**src/hdl/timer8_cfg.svh**
```systemverilog
// holds the offsets, field positions, reset values and counts of the timer
// assumes it is included by its bare name from the timer design file
`ifndef TIMER8_CFG_SVH
`define TIMER8_CFG_SVH
// ----------------------------------------------------------------------
// register offsets (byte addresses)
// ----------------------------------------------------------------------
`define T8_OFF_CTRL_A   8'h00
`define T8_OFF_CTRL_B   8'h04
`define T8_OFF_COUNT    8'h08
`define T8_OFF_CMP_A    8'h0c
`define T8_OFF_CMP_B    8'h10
`define T8_OFF_FLAGS    8'h14
// ----------------------------------------------------------------------
// field positions
// ----------------------------------------------------------------------
`define T8_ACT_A_HI     7
`define T8_ACT_A_LO     6
`define T8_ACT_B_HI     5
`define T8_ACT_B_LO     4
`define T8_FORCE_A      7
`define T8_FORCE_B      6
`define T8_TOP_SEL      3
`define T8_CLK_HI       2
`define T8_WRAP_BIT     0
`define T8_MATCH_A_BIT  1
`define T8_MATCH_B_BIT  2
// ----------------------------------------------------------------------
// values
// ----------------------------------------------------------------------
`define T8_MAX          8'hff
`define T8_BOTTOM       8'h00
`define T8_RST_BYTE     8'h00
`define T8_ZERO_WORD    32'h0000_0000
`define T8_PS_8         10'h007
`define T8_PS_64        10'h03f
`define T8_PS_256       10'h0ff
`define T8_PS_1024      10'h3ff
`endif

```
**src/hdl/timer8_pkg.sv**
```systemverilog
// holds the types shared by the timer design
// assumes nothing of its surroundings
package timer8_pkg;
    // waveform modes as {top_select_bit, low mode bits}
    typedef enum logic [2:0] {
        MODE_NORMAL = 3'h0,
        MODE_PC_MAX = 3'h1,
        MODE_CTC    = 3'h2,
        MODE_FAST   = 3'h3,
        MODE_RSV4   = 3'h4,
        MODE_PC_CMP = 3'h5,
        MODE_RSV6   = 3'h6,
        MODE_FAST_A = 3'h7
    } wave_mode_t;
    // output actions on a compare match
    typedef enum logic [1:0] {
        ACT_NONE   = 2'h0,
        ACT_TOGGLE = 2'h1,
        ACT_CLEAR  = 2'h2,
        ACT_SET    = 2'h3
    } action_t;
    // timer clock sources
    typedef enum logic [2:0] {
        CLK_STOP = 3'h0,
        CLK_DIV1 = 3'h1,
        CLK_DIV8 = 3'h2,
        CLK_D64  = 3'h3,
        CLK_D256 = 3'h4,
        CLK_D1K  = 3'h5,
        CLK_EXTF = 3'h6,
        CLK_EXTR = 3'h7
    } clk_src_t;
endpackage

```
**src/hdl/timer8_compare_waveform.sv**
```systemverilog
// holds the 8-bit timer with two compare channels and an apb register slave
// assumes an apb master on pclk and the port logic feeding pin data/dir
//
// Functional notes
// - counter write blocks matches next tick
// - output latches keep level on mode change
// - action setting used at next match directly
// - reset clears both output latches
// - nonzero action overrides port data value
// - action zero leaves latch unchanged
// - force strobe applies action in non-pwm
// - counting depends only on wave mode
// - normal mode counts up, wraps ff to 00
// - normal wrap sets flag, never clears
// - ctc clears counter on match a
// - ctc compare a written straight through
// - ctc missed match runs to ff, wraps
// - ctc toggle on every match a
// - ctc wrap flag on max to zero
// - fast pwm single slope, top ff or a
// - fast pwm clears tick after top
// - fast pwm action 2/3 polarity at bottom
// - fast pwm toggle for a only, in mode 7
// - fast pwm flag set at top
// - fast pwm extreme compare values
// - fast pwm compares double buffered
// - match sets flag, write one clears
// - buffers load at top in fast pwm, direct outside pwm
// - counter write beats count or clear
//
// Design decisions made here: the placing of the registers and register access over APB.
`timescale 1ns/100ps
`include "timer8_cfg.svh"
module timer8_compare_waveform
    import timer8_pkg::*;
#(
    parameter int ADDR_W = 8      // apb address width
) (
    // clock and reset
    input  wire logic              pclk,
    input  wire logic              presetn,
    // apb slave
    input  wire logic              psel,
    input  wire logic              penable,
    input  wire logic              pwrite,
    input  wire logic [ADDR_W-1:0] paddr,
    input  wire logic [31:0]       pwdata,
    output logic      [31:0]       prdata,
    output logic                   pready,
    output logic                   pslverr,
    // external timer clock enable and interrupt acknowledges
    input  wire logic              ext_tick,
    input  wire logic              ack_wrap,
    input  wire logic              ack_match_a,
    input  wire logic              ack_match_b,
    // port logic for the two pins
    input  wire logic              port_data_a,
    input  wire logic              port_dir_a,
    input  wire logic              port_data_b,
    input  wire logic              port_dir_b,
    output logic                   pin_a_out,
    output logic                   pin_a_oe_n,
    output logic                   pin_b_out,
    output logic                   pin_b_oe_n,
    // flags and latches
    output logic                   wrap_flag,
    output logic                   match_flag_a,
    output logic                   match_flag_b,
    output logic                   wave_out_a,
    output logic                   wave_out_b
);
    // ------------------------------------------------------------------
    // state
    // ------------------------------------------------------------------
    action_t    out_action_sel_a;      // channel a action
    action_t    out_action_sel_b;      // channel b action
    logic [1:0] wave_mode_lo;          // low mode bits
    logic       top_select_bit;        // high mode bit
    clk_src_t   clock_source_sel;      // timer clock source
    logic [7:0] count_value;           // counter
    logic [7:0] compare_value_a;       // active compare a
    logic [7:0] compare_value_b;       // active compare b
    logic [7:0] buf_a;                 // cpu side compare a
    logic [7:0] buf_b;                 // cpu side compare b
    logic       block;                 // matches blocked for next tick
    logic [9:0] presc;                 // free prescaler
    // next values
    action_t    next_act_a;
    action_t    next_act_b;
    logic [1:0] next_mode_lo;
    logic       next_top_sel;
    clk_src_t   next_clk_sel;
    logic [7:0] next_count;
    logic [7:0] next_cmp_a;
    logic [7:0] next_cmp_b;
    logic [7:0] next_buf_a;
    logic [7:0] next_buf_b;
    logic       next_block;
    logic [9:0] next_presc;
    logic       next_wrap;
    logic       next_mfa;
    logic       next_mfb;
    logic       next_wave_a;
    logic       next_wave_b;
    logic [31:0] next_prdata;
    logic       next_pready;
    logic       next_pslverr;
    // decoded conditions
    wave_mode_t mode;                  // full mode number
    logic       is_ctc;                // clear on match a
    logic       is_fast;               // single slope pwm
    logic       is_pwm;                // any pwm mode
    logic [7:0] top_val;               // top of the sequence
    logic       at_top;                // counter sits on top
    logic       tick;                  // timer clock enable
    logic       ev_a;                  // qualified match a
    logic       ev_b;                  // qualified match b
    logic       bottom_ev;             // top to bottom step
    logic       wrap_ev;               // wrap flag event
    logic       force_a;               // forced match a
    logic       force_b;               // forced match b
    logic       wr;                    // apb write commits
    logic       wr_count;              // counter written

    // ------------------------------------------------------------------
    // output action of one channel
    // ------------------------------------------------------------------
    function automatic logic apply(
        input logic    cur,
        input action_t act,
        input logic    fast,
        input logic    tog_ok,
        input logic    match,
        input logic    bottom,
        input logic    cmp_is_top
    );
        logic res;
        res = cur;
        if (!fast) begin
            // set, clear or toggle on match
            if (match) begin
                case (act)
                    ACT_TOGGLE: res = ~cur;
                    ACT_CLEAR:  res = 1'b0;
                    ACT_SET:    res = 1'b1;
                    default:    res = cur;   // no action
                endcase
            end
        end else if (act == ACT_TOGGLE) begin
            // toggle only where offered
            if (match && tog_ok) begin
                res = ~cur;
            end
        end else if (act[1]) begin
            // polarity at bottom wins; match on top ignored
            if (bottom) begin
                res = (act == ACT_CLEAR);
            end else if (match && !cmp_is_top) begin
                res = (act == ACT_SET);
            end
        end
        return res;
    endfunction

    // ------------------------------------------------------------------
    // decode of mode, timer clock and events
    // ------------------------------------------------------------------
    always_comb begin
        mode    = wave_mode_t'({top_select_bit, wave_mode_lo});
        // counting depends on mode bits only
        is_ctc  = (mode == MODE_CTC);
        is_fast = (mode == MODE_FAST) || (mode == MODE_FAST_A);
        is_pwm  = wave_mode_lo[0];
        // top is max, or compare a in ctc and mode 7
        if (is_ctc || mode == MODE_FAST_A) begin
            top_val = compare_value_a;
        end else begin
            top_val = `T8_MAX;
        end
        at_top = (count_value == top_val);
        case (clock_source_sel)
            CLK_STOP: tick = 1'b0;
            CLK_DIV1: tick = 1'b1;
            CLK_DIV8: tick = (presc & `T8_PS_8) == `T8_PS_8;
            CLK_D64:  tick = (presc & `T8_PS_64) == `T8_PS_64;
            CLK_D256: tick = (presc & `T8_PS_256) == `T8_PS_256;
            CLK_D1K:  tick = (presc & `T8_PS_1024) == `T8_PS_1024;
            default:  tick = ext_tick;
        endcase
        // a blocked tick loses its matches
        ev_a = tick && !block && (count_value == compare_value_a);
        ev_b = tick && !block && (count_value == compare_value_b);
        // fast pwm restarts after top
        bottom_ev = tick && is_fast && at_top;
        if (is_fast) begin
            wrap_ev = tick && at_top;
        end else begin
            wrap_ev = tick && (count_value == `T8_MAX);
        end
        wr       = psel && penable && pready && pwrite;
        wr_count = wr && (paddr[7:0] == `T8_OFF_COUNT);
        // force only outside pwm, no flag, no clear
        force_a = wr && !is_pwm && (paddr[7:0] == `T8_OFF_CTRL_B)
                  && pwdata[`T8_FORCE_A];
        force_b = wr && !is_pwm && (paddr[7:0] == `T8_OFF_CTRL_B)
                  && pwdata[`T8_FORCE_B];
    end

    // ------------------------------------------------------------------
    // next values of settings, counter, block, prescaler, compares and buffers
    // ------------------------------------------------------------------
    always_comb begin
        next_act_a   = out_action_sel_a;
        next_act_b   = out_action_sel_b;
        next_mode_lo = wave_mode_lo;
        next_top_sel = top_select_bit;
        next_clk_sel = clock_source_sel;
        next_cmp_a   = compare_value_a;
        next_cmp_b   = compare_value_b;
        next_buf_a   = buf_a;
        next_buf_b   = buf_b;
        next_presc   = presc + 10'h001;
        // counter: write first, then clear, then count
        if (wr_count) begin
            next_count = pwdata[7:0];
        end else if (tick && ((is_ctc && !block) || is_fast) && at_top) begin
            // ctc: match a clears unless blocked; fast pwm: top clears; b never does
            next_count = `T8_BOTTOM;
        end else if (tick) begin
            // plain increment wraps ff to 00
            next_count = count_value + 8'h01;
        end else begin
            next_count = count_value;
        end
        // block lasts until the next tick
        if (wr_count) begin
            next_block = 1'b1;
        end else if (tick) begin
            next_block = 1'b0;
        end else begin
            next_block = block;
        end
        // load buffers at top in fast pwm
        if (bottom_ev) begin
            next_cmp_a = buf_a;
            next_cmp_b = buf_b;
        end
        // register writes
        if (wr) begin
            if (paddr[7:0] == `T8_OFF_CTRL_A) begin
                // action used at once, no buffering
                next_act_a = action_t'(pwdata[`T8_ACT_A_HI:`T8_ACT_A_LO]);
                next_act_b = action_t'(pwdata[`T8_ACT_B_HI:`T8_ACT_B_LO]);
                next_mode_lo = pwdata[1:0];
            end else if (paddr[7:0] == `T8_OFF_CTRL_B) begin
                next_top_sel = pwdata[`T8_TOP_SEL];
                next_clk_sel = clk_src_t'(pwdata[`T8_CLK_HI:0]);
            end else if (paddr[7:0] == `T8_OFF_CMP_A) begin
                next_buf_a = pwdata[7:0];
                if (!is_pwm) begin
                    next_cmp_a = pwdata[7:0];
                end
            end else if (paddr[7:0] == `T8_OFF_CMP_B) begin
                next_buf_b = pwdata[7:0];
                if (!is_pwm) begin
                    next_cmp_b = pwdata[7:0];
                end
            end
        end
    end

    // ------------------------------------------------------------------
    // flags and output latches; set wins over clear
    // ------------------------------------------------------------------
    always_comb begin
        logic clr_w;
        logic clr_a;
        logic clr_b;
        logic wf;
        wf    = wr && (paddr[7:0] == `T8_OFF_FLAGS);
        clr_w = ack_wrap || (wf && pwdata[`T8_WRAP_BIT]);
        clr_a = ack_match_a || (wf && pwdata[`T8_MATCH_A_BIT]);
        clr_b = ack_match_b || (wf && pwdata[`T8_MATCH_B_BIT]);
        next_wrap = (wrap_flag && !clr_w) || wrap_ev;
        next_mfa  = (match_flag_a && !clr_a) || ev_a;
        next_mfb  = (match_flag_b && !clr_b) || ev_b;
        // latches only move on match, bottom or force
        next_wave_a = apply(wave_out_a, out_action_sel_a, is_fast,
                            top_select_bit, ev_a || force_a, bottom_ev,
                            compare_value_a == top_val);
        next_wave_b = apply(wave_out_b, out_action_sel_b, is_fast,
                            1'b0, ev_b || force_b, bottom_ev,
                            compare_value_b == top_val);
    end

    // ------------------------------------------------------------------
    // apb answer, zero wait state, read data taken in setup cycle
    // ------------------------------------------------------------------
    always_comb begin
        next_pready  = psel && !penable;
        next_pslverr = 1'b0;
        next_prdata  = `T8_ZERO_WORD;
        if (psel && !penable) begin
            if (paddr[7:0] == `T8_OFF_CTRL_A) begin
                next_prdata[7:0] = {out_action_sel_a, out_action_sel_b,
                                    2'h0, wave_mode_lo};
            end else if (paddr[7:0] == `T8_OFF_CTRL_B) begin
                next_prdata[7:0] = {4'h0, top_select_bit, clock_source_sel};
            end else if (paddr[7:0] == `T8_OFF_COUNT) begin
                next_prdata[7:0] = count_value;
            end else if (paddr[7:0] == `T8_OFF_CMP_A) begin
                next_prdata[7:0] = buf_a;
            end else if (paddr[7:0] == `T8_OFF_CMP_B) begin
                next_prdata[7:0] = buf_b;
            end else if (paddr[7:0] == `T8_OFF_FLAGS) begin
                next_prdata[7:0] = {5'h00, match_flag_b, match_flag_a,
                                    wrap_flag};
            end else begin
                next_pslverr = 1'b1;      // unmapped address
            end
        end
    end

    // ------------------------------------------------------------------
    // registers
    // ------------------------------------------------------------------
    always_ff @(posedge pclk or negedge presetn) begin
        if (!presetn) begin
            out_action_sel_a <= ACT_NONE;
            out_action_sel_b <= ACT_NONE;
            wave_mode_lo     <= 2'h0;
            top_select_bit   <= 1'b0;
            clock_source_sel <= CLK_STOP;
            count_value      <= `T8_RST_BYTE;
            compare_value_a  <= `T8_RST_BYTE;
            compare_value_b  <= `T8_RST_BYTE;
            buf_a            <= `T8_RST_BYTE;
            buf_b            <= `T8_RST_BYTE;
            block            <= 1'b0;
            presc            <= 10'h000;
            wrap_flag        <= 1'b0;
            match_flag_a     <= 1'b0;
            match_flag_b     <= 1'b0;
            wave_out_a       <= 1'b0;
            wave_out_b       <= 1'b0;
            pin_a_out        <= 1'b0;
            pin_a_oe_n       <= 1'b1;
            pin_b_out        <= 1'b0;
            pin_b_oe_n       <= 1'b1;
            prdata           <= `T8_ZERO_WORD;
            pready           <= 1'b0;
            pslverr          <= 1'b0;
        end else begin
            out_action_sel_a <= next_act_a;
            out_action_sel_b <= next_act_b;
            wave_mode_lo     <= next_mode_lo;
            top_select_bit   <= next_top_sel;
            clock_source_sel <= next_clk_sel;
            count_value      <= next_count;
            compare_value_a  <= next_cmp_a;
            compare_value_b  <= next_cmp_b;
            buf_a            <= next_buf_a;
            buf_b            <= next_buf_b;
            block            <= next_block;
            presc            <= next_presc;
            wrap_flag        <= next_wrap;
            match_flag_a     <= next_mfa;
            match_flag_b     <= next_mfb;
            wave_out_a       <= next_wave_a;
            wave_out_b       <= next_wave_b;
            // compare latch replaces port value when action set
            pin_a_out  <= (out_action_sel_a != ACT_NONE) ? wave_out_a
                                                          : port_data_a;
            pin_b_out  <= (out_action_sel_b != ACT_NONE) ? wave_out_b
                                                          : port_data_b;
            pin_a_oe_n <= !port_dir_a;
            pin_b_oe_n <= !port_dir_b;
            prdata     <= next_prdata;
            pready     <= next_pready;
            pslverr    <= next_pslverr;
        end
    end
endmodule

```
**config.mk**
```make
export PLATFORM = sky130hd
export DESIGN_NAME = timer8_compare_waveform
export DESIGN_NICKNAME = d
export VERILOG_FILES = /design/src/hdl/timer8_pkg.sv /design/src/hdl/timer8_compare_waveform.sv
export VERILOG_INCLUDE_DIRS = /design/src /design/src/hdl
export SDC_FILE = /design/constraint.sdc
export NUM_CORES = 1
export LEC_CHECK = 0
export BUFFER_PORTS_ARGS = -buffer_cell sky130_fd_sc_hd__buf_2
export CAP_MARGIN = 20
export CORE_MARGIN = 10
export CORE_UTILIZATION = 55
export CTS_CLUSTER_DIAMETER = 120
export DETAILED_ROUTE_END_ITERATION = 10
export PLACE_DENSITY = 0.8
export SYNTH_ARGS = -nofsm -noshare
export SYNTH_HDL_FRONTEND = slang
export SYNTH_SLANG_ARGS = --single-unit
```
**constraint.sdc**
```tcl
create_clock -name pclk -period 2.85 [get_ports pclk]
set_input_delay 0.4275 -clock pclk [delete_from_list [all_inputs] [get_ports pclk]]
set_output_delay 0.4275 -clock pclk [all_outputs]
set_load 0.01 [all_outputs]
```
# ---- Yosys cells after proc, flatten, opt, wreduce, memory -nomap -nowiden
# Cells that the tools add are included.
dict set report classes {
  n_addsub 2
  n_eq_ne 35
  n_mux 52
  bitwise 5
  reduce_logical 66
}
# operator n
set op_table {}
lappend op_table {{two-way mux 8 bit} 23}
lappend op_table {{== test 8 bit} 5}
lappend op_table {{logical AND 1 bit} 29}
lappend op_table {{two-way mux 1 bit} 25}
lappend op_table {{== test 8 x 4 -> 1 bit, second input constant} 2}
lappend op_table {{== test 8 x 5 -> 1 bit, second input constant} 2}
lappend op_table {{== test 8 bit, second input constant} 2}
lappend op_table {{AND reduction 5 bit} 3}
lappend op_table {{== test 3 x 2 -> 1 bit, second input constant} 4}
lappend op_table {{== test 3 bit, second input constant} 4}
lappend op_table {{logical OR 1 bit} 11}
lappend op_table {{adder 10 x 1 -> 10 bit, second input constant} 1}
lappend op_table {{== test 10 bit, second input constant} 1}
lappend op_table {{logical NOT 1 bit} 10}
lappend op_table {{nonzero test 2 bit} 5}
lappend op_table {{adder 8 x 1 -> 8 bit, second input constant} 1}
lappend op_table {{== test 2 bit, second input constant} 4}
lappend op_table {{== test 8 x 3 -> 1 bit, second input constant} 1}
lappend op_table {{logical NOT 8 bit} 1}
lappend op_table {{nonzero test 4 bit} 2}
lappend op_table {{== test 6 bit, second input constant} 1}
lappend op_table {{!= test 3 x 2 -> 1 bit, second input constant} 2}
lappend op_table {{case mux 1 bit (3 select lines)} 2}
lappend op_table {{case mux 1 bit (6 select lines)} 1}
lappend op_table {{12 further kinds} 18}
dict set report totals {
  regBits 80
  in_bits 53
  output_inout_bits 43
  elab_cells 184
}

# ---- Logic depth before layout (Yosys ltp)
# Gate-level depths: netlist (run 1).
dict set report depth {
  depth_word 13
  ltp_mapped 10
  mapped_depth_nobuf 8
}

# ---- Worst setup path after synthesis (run 1)
# No wires, ideal clock.
dict set report synth_path {
  path_kind {register to register}
  start {reg presc[0]}
  end {reg wave_out_b}
  setup_time_ns 0.128
  arrival_time_ns 2.234
  required_time_ns 2.722
  slack_ns 0.489
  path_stages_with_launch 9
  path_buffers 0
  period_less_slack_ns 2.361
  path_cell_list {dfrtp_1 > ha_1 > nand4_1 > o211ai_1 > o311ai_2 > nor4_1 > o221ai_1 > o211ai_1 > mux2_1}
}
dict set report synth_via {
  elab_chain_len 8
  word_cells_on_any_way 18
  cone_classes {eq/ne (5); mux (5); reduce/logical (8)}
}
# item line_no
set synth_lines {}
lappend synth_lines {{start: declaration} timer8_compare_waveform.sv:86} ;# logic [9:0] presc;
lappend synth_lines {{start signal: assignment} timer8_compare_waveform.sv:365} ;# presc <= next_presc;
lappend synth_lines {{== test 10 bit (no line), or another cell as far along} -}
lappend synth_lines {{case mux 1 bit (6 select lines) (*)} timer8_compare_waveform.sv:181} ;# case (clock_source_sel)
lappend synth_lines {{logical AND 1 bit (on tied branches) (2 in a row)} {timer8_compare_waveform.sv:192, timer8_compare_waveform.sv:194}}
lappend synth_lines {{logical OR 1 bit / two-way mux 1 bit (equally long branches)} {timer8_compare_waveform.sv:292, timer8_compare_waveform.sv:156}}
lappend synth_lines {{logical AND 1 bit / two-way mux 1 bit (equally long branches)} {timer8_compare_waveform.sv:158, timer8_compare_waveform.sv:154}}
lappend synth_lines {{!= test 3 x 1 -> 1 bit (no line) / two-way mux 1 bit (equally long branches)} -}
lappend synth_lines {{AND reduction 5 bit (no line) / two-way mux 1 bit (equally long branches)} -}
lappend synth_lines {{end signal: assignment} timer8_compare_waveform.sv:370} ;# wave_out_b <= next_wave_b;
lappend synth_lines {{end: declaration} timer8_compare_waveform.sv:70} ;# output logic wave_out_b
# Mark *: on every way between the ends. The rest lies on a longest branch, timed or not. The select of a mux whose other input is x is not followed.
# A chain may end at the register's enable or synchronous reset.

# ---- Final worst setup path (run 1)
# Same ends and word-level chain as after synthesis.

==> summary.md, run 1 <==
| Metric | Value |
|---|---|
| # clock sinks | `80` |
| Max-cap viol count | `0` |
| Slew Limit Fails | `0` |
| Synthesized area | `4700 sq um` |
| Mapped Cells | `498` |
| Asr flop ratio synth | `100%` |
| RePlAce Congestion | `0.952` |
| Worst hold margin | `0.177 ns` |
| Yosys cell types | `59` |
| Initial antenna violation count | `0` |
| Area leader, netlist | `dfrtp_1` |
| Nets | `598` |
| DRT iter0 DRCs | `365` |
| Crit share post-route | `94.4%` |
| Drt total wl | `12.1 mm` |
| CTS buffer count | `9` |
| Max Fclk | `372 MHz` |
| Crit start category | `flop` |
| CTS tree | `built` |
| Gr ovfl total | `0` |
| Reg2Reg Depth | `8` |
| Post-DP HPWL | `8.89 mm` |
| Total power | `2310 uW` |
| R2R Path Start | `presc[0]` |
| Rows | `33` |
| Dpl cell area | `4960 sq um` |
| CTS HTree Levels | `3` |
| Worst EP required | `3.09 ns` |
| Finish-stage setup viols | `0` |
| Area grow syn2layout | `10.9%` |
| Area contributors post-synth | `dfrtp_1 42%, mux2_2 6.5%, mux2i_1 5.5%` |
| Power per cell area | `443 nW/um^2` |
| Area occupied by multi-input gates | `2430 sq um` |
| Top_reg_cell synth | `dfrtp_1` |
| Hold depth | `2` |
| CP Max Fanout | `5` |
| Max VDD drop | `0.350 mV` |
| RSZ-0062 raised after global routing | `true` |
| Crit path arrival time | `2.93 ns` |
| Setup Skew | `0.00978 ns` |
| I/O Pins | `96` |
| Inserted Diodes | `0` |
| Post-synth top area share | `41.5%` |
| Chip Width | `112 um` |
| Initial Util | `56.9%` |
| Root Driver | `clkbuf_8` |
| Measured slew at the worst slew-check pin | `0.982 ns` |
| Die area | `12,600 sq um` |
| Design Area, Final | `5210 sq um` |
| Vias/cell | `5.97` |
| P_leak | `0.00257 uW` |
| Port bufs | `47` |
| Post-synth EDFFs | `0` |
| # DRC | `0` |
| Fill count | `667` |
| Die height | `112 um` |
| Most frequent cells after synthesis | `78 x dfrtp_1, 57 x nand2_1, 44 x nor2_1` |
| Syn_area_per_cell | `9.44 sq um` |
| GRT Util Overall | `19.0%` |
| Synth Register Bits | `80` |
| Most numerous cell in the Yosys netlist | `dfrtp_1` |
| Type of the worst setup path | `reg -> reg` |
| Period minus WS final | `2.69 ns` |
| Pin count of the biggest net entering global routing | `81` |
| Number of global-route vias before repair | `3,853` |
| Reg-to-reg setup timing slack | `0.16 ns` |
| Register area | `2000 sq um` |
| Final hold violations | `0` |
| Max Buffers Root-to-Sink | `2` |
| Synthesis warning total | `0` |
| Layout cells sized above 1 | `20.7%` |
| Clock-pin slew on the worst setup and hold paths | `0.08 ns` |
| Worst setup EP type | `flop` |
| Worst-Skew Late Latency | `0.35 ns` |
| TritonRoute pass-1 iters | `5` |
| ANT nets after route | `0` |
| WL/cell | `18.6 um` |
| Max_slew headroom | `34.5%` |
| CP startpoint | `presc[0]` |
| Reg2reg end | `wave_out_b` |
| Setup crit end | `wave_out_b` |
| Routed vias | `3,889` |
| Core Area | `8260 sq um` |
| Hold WC Path Type | `in -> reg` |
| Outcome | `finished, final reports clean` |
| First-pass GRT wire length | `20.0 mm` |
| Seq/Total Area, Yosys | `42.6%` |
worst min-delay path by stage:
| stage | from | end | slack [ns] |
|---|---|---|---|
| 2_1_floorplan | presetn | block | 0.13 |
| 6_report | port_dir_a | pin_a_oe_n | 0.18 |
| 4_1_cts | port_dir_a | pin_a_oe_n | 0.17 |
| 5_1_grt | port_dir_a | pin_a_oe_n | 0.17 |
| 3_3_place_gp | presc[9] | presc[9] | 0.46 |
| 3_5_place_dp | presc[9] | presc[9] | 0.47 |
flip-flops by register name, summed over array words and instances, names as in the netlist, 2 cells and up:
register          count
count_value           8
buf_a                 8
prdata                8
out_action_sel_a      2
wave_mode_lo          2
buf_b                 8
out_action_sel_b      2
compare_value_a       8
clock_source_sel      3
compare_value_b       8
presc                10
cell usage in the layout (no fill, tap or decap), types with 11 or more instances in the layout:
| master | Yosys | layout |
|---|---|---|
| o21ai_1 | 21 | 21 |
| inv_1 | 14 | 14 |
| buf_4 | 26 | 16 |
| nand2_1 | 57 | 57 |
| xnor2_1 | 14 | 14 |
| conb_1 | 1 | 24 |
| xor2_1 | 14 | 14 |
| mux2i_1 | 26 | 26 |
| nand3_1 | 13 | 13 |
| nor2_1 | 44 | 44 |
| dfrtp_1 | 78 | 78 |
| a21oi_1 | 16 | 16 |
| nand4_1 | 11 | 11 |
| buf_2 | 4 | 46 |
| mux2_2 | 27 | 27 |
layout make-up:
class / count / area share [%]
multi-input combinational: 374 / 46.7
sequential: 80 / 38.5
timing repair buffer: 62 / 6.72
clock buffer: 12 / 2.78
tap: 105 / 2.52
clock inverter: 3 / 1.73
inverter: 15 / 1.08
power breakdown:
| part | total (uW) | switching, uW | internal, uW |
|---|---|---|---|
| registers | 1160 | 16.1 | 1150 |
| clock network | 997 | 394 | 602 |
| logic | 152 | 102 | 49.2 |
| total | 2310 | 513 | 1800 |
through the flow:
stage	setup TNS (ns)	instances	worst slack [ns]	utilization, %
2_1_floorplan	0	521	0.489	-
3_3_place_gp	0	635	0.117	60.1
3_5_place_dp	0	635	0.0712	60.1
4_1_cts	0	650	0.160	63.0
5_1_grt	-0.00000200	651	-0.00000200	63.1
6_report	0	651	0.159	63.1
critical path, stage by stage (launching register included):
cell and delay (ns):
dfrtp_1 0.40, ha_1 0.21, nand4_1 0.23, o211ai_1 0.32, o311ai_2 0.26, nor4_2 0.46
o221ai_1 0.19, o211ai_1 0.14, mux2_1 0.34
layer usage:
layer  track usage, %  part of all wire [%]  vias up
li1                 -                     -     1805
met1             24.1                    42     1844
met2             29.7                    46      198
met3             5.27                   8.7       42
met4             8.29                   3.4        0
met5                0                     0        -
cell families (layout without fill, tap and decap cells):
family / after synthesis / in the layout / share of synthesized area (%)
simple gates: 173 / 173 / 17.9
compound gates: 91 / 91 / 13.3
flops: 80 / 80 / 42.6
buf+inv: 67 / 92 / 7.53
mux: 54 / 54 / 12.2
xor+xnor: 29 / 29 / 5.56
fa+ha+maj: 3 / 3 / 0.799
other cells: 1 / 24 / 0.0798
timing repair:
action                                  4_1_cts  5_1_grt
resized for setup                             1        0
pin swaps                                     0        1
setup buffers                                 0        1
endpoints found under the setup margin        1       17
hold buffers                                  0        0
Note: power is estimated with default switching activity, not from simulation.
==> run 2: changes to the inputs <==
--- a/config.mk
+++ b/config.mk
@@ -13,6 +13,7 @@
 export CTS_CLUSTER_DIAMETER = 120
 export DETAILED_ROUTE_END_ITERATION = 10
 export PLACE_DENSITY = 0.8
+export SETUP_SLACK_MARGIN = 0.5
 export SYNTH_ARGS = -nofsm -noshare
 export SYNTH_HDL_FRONTEND = slang
 export SYNTH_SLANG_ARGS = --single-unit
==> run 2 against run 1 <==
  * Global-route usage increased by 1.4 points
  * Largest cell class unchanged
  * Critical endpoint unchanged
  * Largest power group unchanged
  * Clock power decreased by 13%
  * Routed wire length increased by 9.8%
  * Sequential share of layout area decreased by 1.9 points
  * Setup slack improved by 0.30 ns
  * Highest routed layer unchanged
  * Die area unchanged
==> summary.md, run 2 (synthesized netlist as in run 1, its figures left out) <==
| Metric | Value |
|---|---|
| Outcome | `finished, final reports clean` |
| I/O Pins | `96 (unchanged)` |
| WL/cell | `19.7 um (+5.6%)` |
| Post-DP HPWL | `9.15 mm (+2.9%)` |
| TritonRoute pass-1 iters | `5 (unchanged)` |
| Register area | `2010 sq um (+0.37%)` |
| First-pass GRT wire length | `21.3 mm (+6.9%)` |
| Hold_sp | `port_dir_b` |
| Power per cell area | `400 nW/um^2 (-9.8%)` |
| CTS buffer count | `9 (unchanged)` |
| Routed vias | `4,139 (+6.4%)` |
| Max VDD drop | `0.445 mV (+27%)` |
| Dpl cell area | `5000 sq um (+0.73%)` |
| P_leak | `0.00270 uW (+5.1%)` |
| Drt total wl | `13.3 mm (+9.8%)` |
| Most common cell after layout, fill and taps aside | `dfrtp_1` |
| # DRC | `0 (unchanged)` |
| Reg2Reg Depth | `9 (+1)` |
| Chip Width | `112 um (unchanged)` |
| Root Driver | `clkbuf_8` |
| RSZ-0062 raised after global routing | `true` |
| Most frequent cells in the layout | `72 x dfrtp_1, 57 x nand2_1, 46 x buf_2, 44 x nor2_1, 37 x buf_4` |
| Type of the worst setup path | `reg -> reg` |
| Final TNS setup | `0 ns (unchanged)` |
| Rows | `33 (unchanged)` |
| GRT Util Overall | `20.5% (+1.4 points)` |
| Design Area, Final | `5500 sq um (+5.6%)` |
| Period minus WS final | `2.39 ns (-0.304 ns)` |
| Crit share post-route | `83.7% (-11 points)` |
| Core Area | `8260 sq um (unchanged)` |
| Finish-stage setup viols | `0 (unchanged)` |
| Crit path arrival time | `2.63 ns (-0.30 ns)` |
| Finished Layout Cells | `677 (+4.0%)` |
| CTS tree | `built` |
| Max Fclk | `419 MHz (+13%)` |
| Slew Limit Fails | `0 (unchanged)` |
| Pin count of the biggest net entering global routing | `81 (unchanged)` |
| CP Max Fanout | `4 (-1)` |
| Worst EP required | `3.10 ns (about the same)` |
| Worst-Skew Late Latency | `0.36 ns (about the same)` |
| Max_slew headroom | `68.3% (+34 points)` |
| # clock sinks | `80 (unchanged)` |
| Hold depth | `2 (unchanged)` |
| Total power | `2200 uW (-4.8%)` |
| ANT nets after route | `0 (unchanged)` |
| Vias/cell | `6.11 (+2.3%)` |
| DRT iter0 DRCs | `330 (-9.6%)` |
| Worst setup EP type | `flop` |
| R2R Path Start | `presc[0]` |
| Area grow syn2layout | `17.1%` |
| Die area | `12,600 sq um (unchanged)` |
| Nets | `623 (+4.2%)` |
| Initial antenna violation count | `0 (unchanged)` |
| Number of global-route vias before repair | `4,096 (+6.3%)` |
| Max Buffers Root-to-Sink | `2 (unchanged)` |
| Clock-pin slew on the worst setup and hold paths | `0.09 ns (about the same)` |
| Hold WC Path Type | `in -> reg` |
| CP startpoint | `presc[0]` |
| Die height | `112 um (unchanged)` |
| Crit start category | `flop` |
| Layout cells sized above 1 | `27.4% (+6.8 points)` |
| RePlAce Congestion | `0.907 (-4.7%)` |
| Max reg flops | `10 (unchanged)` |
| CTS HTree Levels | `3 (unchanged)` |
| Register with the most flip-flops | `presc` |
| Initial Util | `56.9% (unchanged)` |
| Measured slew at the worst slew-check pin | `0.463 ns (-0.520 ns)` |
| Inserted Diodes | `0 (unchanged)` |
| Setup Skew | `0.0120 ns (+0.00217 ns)` |
| Port bufs | `47 (unchanged)` |
| Gr ovfl total | `0 (unchanged)` |
| Fill count | `619 (-7.2%)` |
| Max-cap viol count | `0 (unchanged)` |
| Worst hold margin | `0.166 ns (-0.0108 ns)` |
| Area occupied by multi-input gates | `2520 sq um (+3.6%)` |
| Total placed cells including tap cells | `639 (+0.63%)` |
| Final hold violations | `0 (unchanged)` |
run 2: stage by stage:
stage	utilization, %	worst slack (ns)
floorplan	-	0.514
global placement	60.5	0.286
detailed placement	60.5	0.240
CTS	64.6	0.464
global route	66.6	0.371
finish	66.6	0.464
run 2: per-layer routing:
| layer | track usage (%) | part of all wire [%] |
|---|---|---|
| met1 | 25.4 | 40 |
| met2 | 32.3 | 47 |
| met3 | 5.54 | 9.6 |
| met4 | 9.81 | 3.6 |
| met5 | 0 | 0 |
run 2: area by class of cell:
class,count,share of cell area (%)
multi-input combinational,374,45.8
sequential,80,36.6
clock buffer,9,2.25
clock inverter,7,1.46
tap,105,2.39
timing repair buffer,87,10.5
inverter,15,1.02
run 2: final timing paths:
check | endpoint | slack (ns)
worst max-delay path | wave_out_b | 0.46
worst min-delay path | pin_b_oe_n | 0.17
worst max register to register | wave_out_b | 0.46
worst min register to register | presc[9] | 0.48
max in group asynchronous | compare_value_a[7] | 1.81
min in group asynchronous | presc[1] | 0.43
run 2: critical path: stages, from the launching register on:
cell and delay, ns:
dfrtp_1 0.38, ha_2 0.21, nand4_1 0.20, o211ai_1 0.23, buf_4 0.16, o311ai_4 0.15
nor4_4 0.34, o221ai_1 0.14, o211ai_1 0.12, mux2_1 0.34
run 2: repair_timing:
action	in CTS	in global routing
endpoints found under the setup margin	21	24
buffers inserted	9	11
endpoints found under the hold margin	0	6
gates resized for setup	14	11
pin swaps	11	8
hold buffers	0	1
run 2: power breakdown:
group	switching, uW	internal [uW]	leakage [uW]
Combinational	116	60.4	0.00153
Sequential	11.7	1150	0.00107
Clock	450	415	0.000102
Total	578	1620	0.00270
==> run 3: changes to the inputs <==
--- a/config.mk
+++ b/config.mk
@@ -6,13 +6,14 @@
 export SDC_FILE = /design/constraint.sdc
 export NUM_CORES = 1
 export LEC_CHECK = 0
+export ABC_AREA = 1
 export BUFFER_PORTS_ARGS = -buffer_cell sky130_fd_sc_hd__buf_2
 export CAP_MARGIN = 20
 export CORE_MARGIN = 10
-export CORE_UTILIZATION = 55
+export CORE_UTILIZATION = 56
 export CTS_CLUSTER_DIAMETER = 120
 export DETAILED_ROUTE_END_ITERATION = 10
-export PLACE_DENSITY = 0.8
+export PLACE_DENSITY = 0.81
 export SETUP_SLACK_MARGIN = 0.5
 export SYNTH_ARGS = -nofsm -noshare
 export SYNTH_HDL_FRONTEND = slang
==> constraint.sdc (replaced) <==
create_clock -name pclk -period 2.3 [get_ports pclk]
set_input_delay 0.345 -clock pclk [delete_from_list [all_inputs] [get_ports pclk]]
set_output_delay 0.345 -clock pclk [all_outputs]
set_load 0.01 [all_outputs]
==> run 3 against run 2 <==
  * Routed wire length increased by 14%
  * Final cell count increased by 19%
  * Power increased by 35%
  * Fmax increased by 15%
  * Synthesized area increased by 2.4%
  * Critical path type unchanged
  * First-iteration DRC count increased by 92%
  * Register-to-register slack got worse by 0.23 ns
  * Count of clock-buffer cells in the layout unchanged
  * Clock power increased by 17%
==> summary.md, run 3 <==
| Metric | Value |
|---|---|
| CTS tree | `built` |
| Initial Util | `58.0% (+1.1 points)` |
| Worst-Skew Late Latency | `0.37 ns (about the same)` |
| Synthesis warning total | `0 (unchanged)` |
| Area contributors post-synth | `dfrtp_1 41%, nand2_1 11%, inv_1 6.2%` |
| Power per cell area | `501 nW/um^2 (+25%)` |
| Hold WC Path Type | `in -> reg` |
| WL/cell | `18.9 um (-4.1%)` |
| Crit start category | `flop` |
| Seq/Total Area, Yosys | `41.6% (-1.0 points)` |
| Rows | `33 (unchanged)` |
| Type of the worst setup path | `reg -> reg` |
| Area grow syn2layout | `23.4%` |
| Synth Register Bits | `80 (unchanged)` |
| RSZ-0062 raised after global routing | `true` |
| Port bufs | `47 (unchanged)` |
| Most common cell after layout, fill and taps aside | `nand2_1` |
| Pin count of the biggest net entering global routing | `39 (-52%)` |
| Measured slew at the worst slew-check pin | `0.573 ns (+0.110 ns)` |
| Crit path arrival time | `2.35 ns (-0.28 ns)` |
| Post-DP HPWL | `10.5 mm (+15%)` |
| Syn_area_per_cell | `7.75 sq um (-18%)` |
| Inserted Diodes | `0 (unchanged)` |
| R2R Path Start | `wave_mode_lo[0]` |
| Worst Path Buf+Inv | `3 (+2)` |
| CTS buffer count | `9 (unchanged)` |
| Asr flop ratio synth | `100% (unchanged)` |
| Clock-pin slew on the worst setup and hold paths | `0.10 ns (about the same)` |
| CTS HTree Levels | `3 (unchanged)` |
| Crit path max-delay family | `simple AND/OR/NAND/NOR gates` |
| Max reg flops | `10 (unchanged)` |
| Final worst setup slack | `0.230 ns (-0.234 ns)` |
| Setup WS pre-CTS | `0.127 ns (-0.112 ns)` |
| Die area | `12,700 sq um (+0.48%)` |
| Total placed cells including tap cells | `767 (+20%)` |
| Chip Width | `113 um (+0.24%)` |
| Reg2reg end | `compare_value_a[3]` |
| Root Driver | `clkbuf_8` |
| Hold depth | `2 (unchanged)` |
| Slew Limit Fails | `0 (unchanged)` |
| Max-cap viol count | `0 (unchanged)` |
| Finished Layout Cells | `808 (+19%)` |
| Max Fclk | `483 MHz (+15%)` |
| Post-synth top area share | `40.5% (-0.98 points)` |
| DRT iter0 DRCs | `633 (+92%)` |
| RePlAce Congestion | `0.983 (+8.4%)` |
| Final hold violations | `0 (unchanged)` |
| Period minus WS final | `2.07 ns (-0.316 ns)` |
| # DRC | `0 (unchanged)` |
| Max_slew headroom | `61.4% (-6.9 points)` |
| Most numerous cell in the Yosys netlist | `nand2_1` |
| Max Buffers Root-to-Sink | `2 (unchanged)` |
| CP Max Fanout | `8 (+4)` |
| Initial antenna violation count | `0 (unchanged)` |
| Reg-to-reg setup timing slack | `0.23 ns (-0.23 ns)` |
| Yosys cell types | `42 (-29%)` |
| Most frequent cells after synthesis | `136 x nand2_1, 80 x inv_1, 78 x dfrtp_1` |
| Mapped Cells | `621 (+25%)` |
| Worst-path cell chain | `inv_2 > nand2_4 > nand2_8 > nand3_4 > nand2_2 > nand2_2 > nor2_4 > nand2_4 > nor2_8 > buf_12 > clkbuf_16 > a21oi_1 > o22ai_1` |
| # clock sinks | `80 (unchanged)` |
| Layout cells sized above 1 | `26.6% (-0.85 points)` |
| Stages on worst setup path | `13 (+4)` |
| Vias/cell | `5.92 (-3.2%)` |
| Top_reg_cell synth | `dfrtp_1` |
| Hold_sp | `port_dir_a` |
| Die height | `113 um (+0.24%)` |
| Number of global-route vias before repair | `4,401 (+7.4%)` |
| Hold EP | `pin_a_oe_n` |
| I/O Pins | `96 (unchanged)` |
| Worst EP required | `2.58 ns (-0.52 ns)` |
| Synthesized area | `4810 sq um (+2.4%)` |
| Gr ovfl total | `0 (unchanged)` |
| First-pass GRT wire length | `23.0 mm (+7.8%)` |
| Routed vias | `4,780 (+15%)` |
| Most frequent cells in the layout | `117 x nand2_1, 79 x inv_1, 73 x dfrtp_1, 46 x buf_2, 45 x nor2_1` |
| Core Area | `8300 sq um (+0.50%)` |
| Reg2Reg Depth | `13 (+4)` |
| Fill count | `634 (+2.4%)` |
| Crit share post-route | `90.0% (+6.3 points)` |
| Post-synth EDFFs | `0 (unchanged)` |
| Max VDD drop | `0.437 mV (-1.8%)` |
| Nets | `754 (+21%)` |
| Area leader, netlist | `dfrtp_1` |
| Outcome | `finished, final reports clean` |
| GRT Util Overall | `22.4% (+1.9 points)` |
| Worst setup EP type | `flop` |
| Register with the most flip-flops | `presc` |
| TritonRoute pass-1 iters | `6 (+1)` |
| Setup Skew | `0.0116 ns (-0.000336 ns)` |
| Drt total wl | `15.2 mm (+14%)` |
| Total power | `2980 uW (+35%)` |
| Final TNS setup | `0 ns (unchanged)` |
| P_leak | `0.00283 uW (+4.8%)` |
| CP peak stage delay | `0.45 ns (+0.07 ns)` |
| Slowest CP cell | `dfrtp_2` |
| ANT nets after route | `0 (unchanged)` |
| Finish-stage setup viols | `0 (unchanged)` |
[run 3: worst max path at each step]
stage	start	end	slack (ns)
2_1_floorplan	presc[0]	wave_out_a	0.46
3_3_place_gp	wave_mode_lo[0]	count_value[7]	0.17
3_5_place_dp	wave_mode_lo[0]	compare_value_a[7]	0.13
4_1_cts	wave_mode_lo[0]	compare_value_a[7]	0.34
5_1_grt	wave_mode_lo[0]	compare_value_b[0]	0.17
6_report	wave_mode_lo[0]	compare_value_a[3]	0.23
[run 3: repair_timing]
| item | 4_1_cts | 5_1_grt |
|---|---|---|
| setup endpoints to repair | 27 | 37 |
| setup buffers | 13 | 6 |
| hold buffers | 1 | 0 |
| gates cloned | 1 | 4 |
| hold endpoints to repair | 34 | 0 |
| pin swaps | 13 | 18 |
| resized for setup | 47 | 48 |
[run 3: cells by family (layout without fill, tap and decap cells)]
group / after synthesis / in the layout / synth area share, %
AO/OA/AOI/OAI: 122 / 122 / 14.7
adder cells (fa/ha/maj): 3 / 3 / 0.780
flip-flops: 80 / 80 / 41.6
AND/OR/NAND/NOR: 258 / 262 / 24.3
multiplexers: 2 / 2 / 0.416
XOR/XNOR: 30 / 30 / 5.46
other: 1 / 24 / 0.0779
buffers and inverters: 125 / 180 / 12.7
[run 3: metal layers]
layer	vias to the layer above	global-route usage (%)	part of all wire [%]	wire length, um
met5	-	0	0	0
met4	0	9.31	4.1	622
met3	70	5.55	10	1550
met2	299	37.4	48	7250
met1	2252	26.9	38	5820
li1	2159	-	-	-
[run 3: layout make-up]
cell class / count / area (sq um) / area share, %
repair buffers: 81 / 596 / 10.0
well taps: 105 / 131 / 2.21
flip-flops and latches: 80 / 2010 / 33.8
multi-input cells: 443 / 2700 / 45.5
clock buffers: 9 / 124 / 2.09
clock inverters: 7 / 63.8 / 1.07
inverters: 83 / 312 / 5.24
[run 3: through the flow]
stage | instance area, sq um | util (%) | hold WS (ns)
6_report | 5940 | 71.6 | 0.0653
5_1_grt | 5940 | 71.6 | 0.0745
4_1_cts | 5610 | 67.6 | 0.0642
3_5_place_dp | 5100 | 61.5 | 0.359
3_3_place_gp | 5100 | 61.5 | 0.350
2_1_floorplan | 4920 | - | 0.0494
[run 3: worst reg2reg max path, delay by kind of cell (launching register included)]
| kind | cells | cell delay, ns |
|---|---|---|
| DFF | 1 | 0.45 |
| AOI/OAI and AO/OA | 2 | 0.24 |
| and+or+nand+nor | 8 | 0.90 |
| buffers and inverters | 3 | 0.40 |
[run 3: where the power goes]
part / switching (uW) / internal, uW / leakage [uW] / total [uW]
registers: 70.9 / 1440 / 0.00104 / 1520
logic: 292 / 155 / 0.00170 / 447
clock network: 600 / 414 / 0.0000899 / 1010
total: 963 / 2010 / 0.00283 / 2980
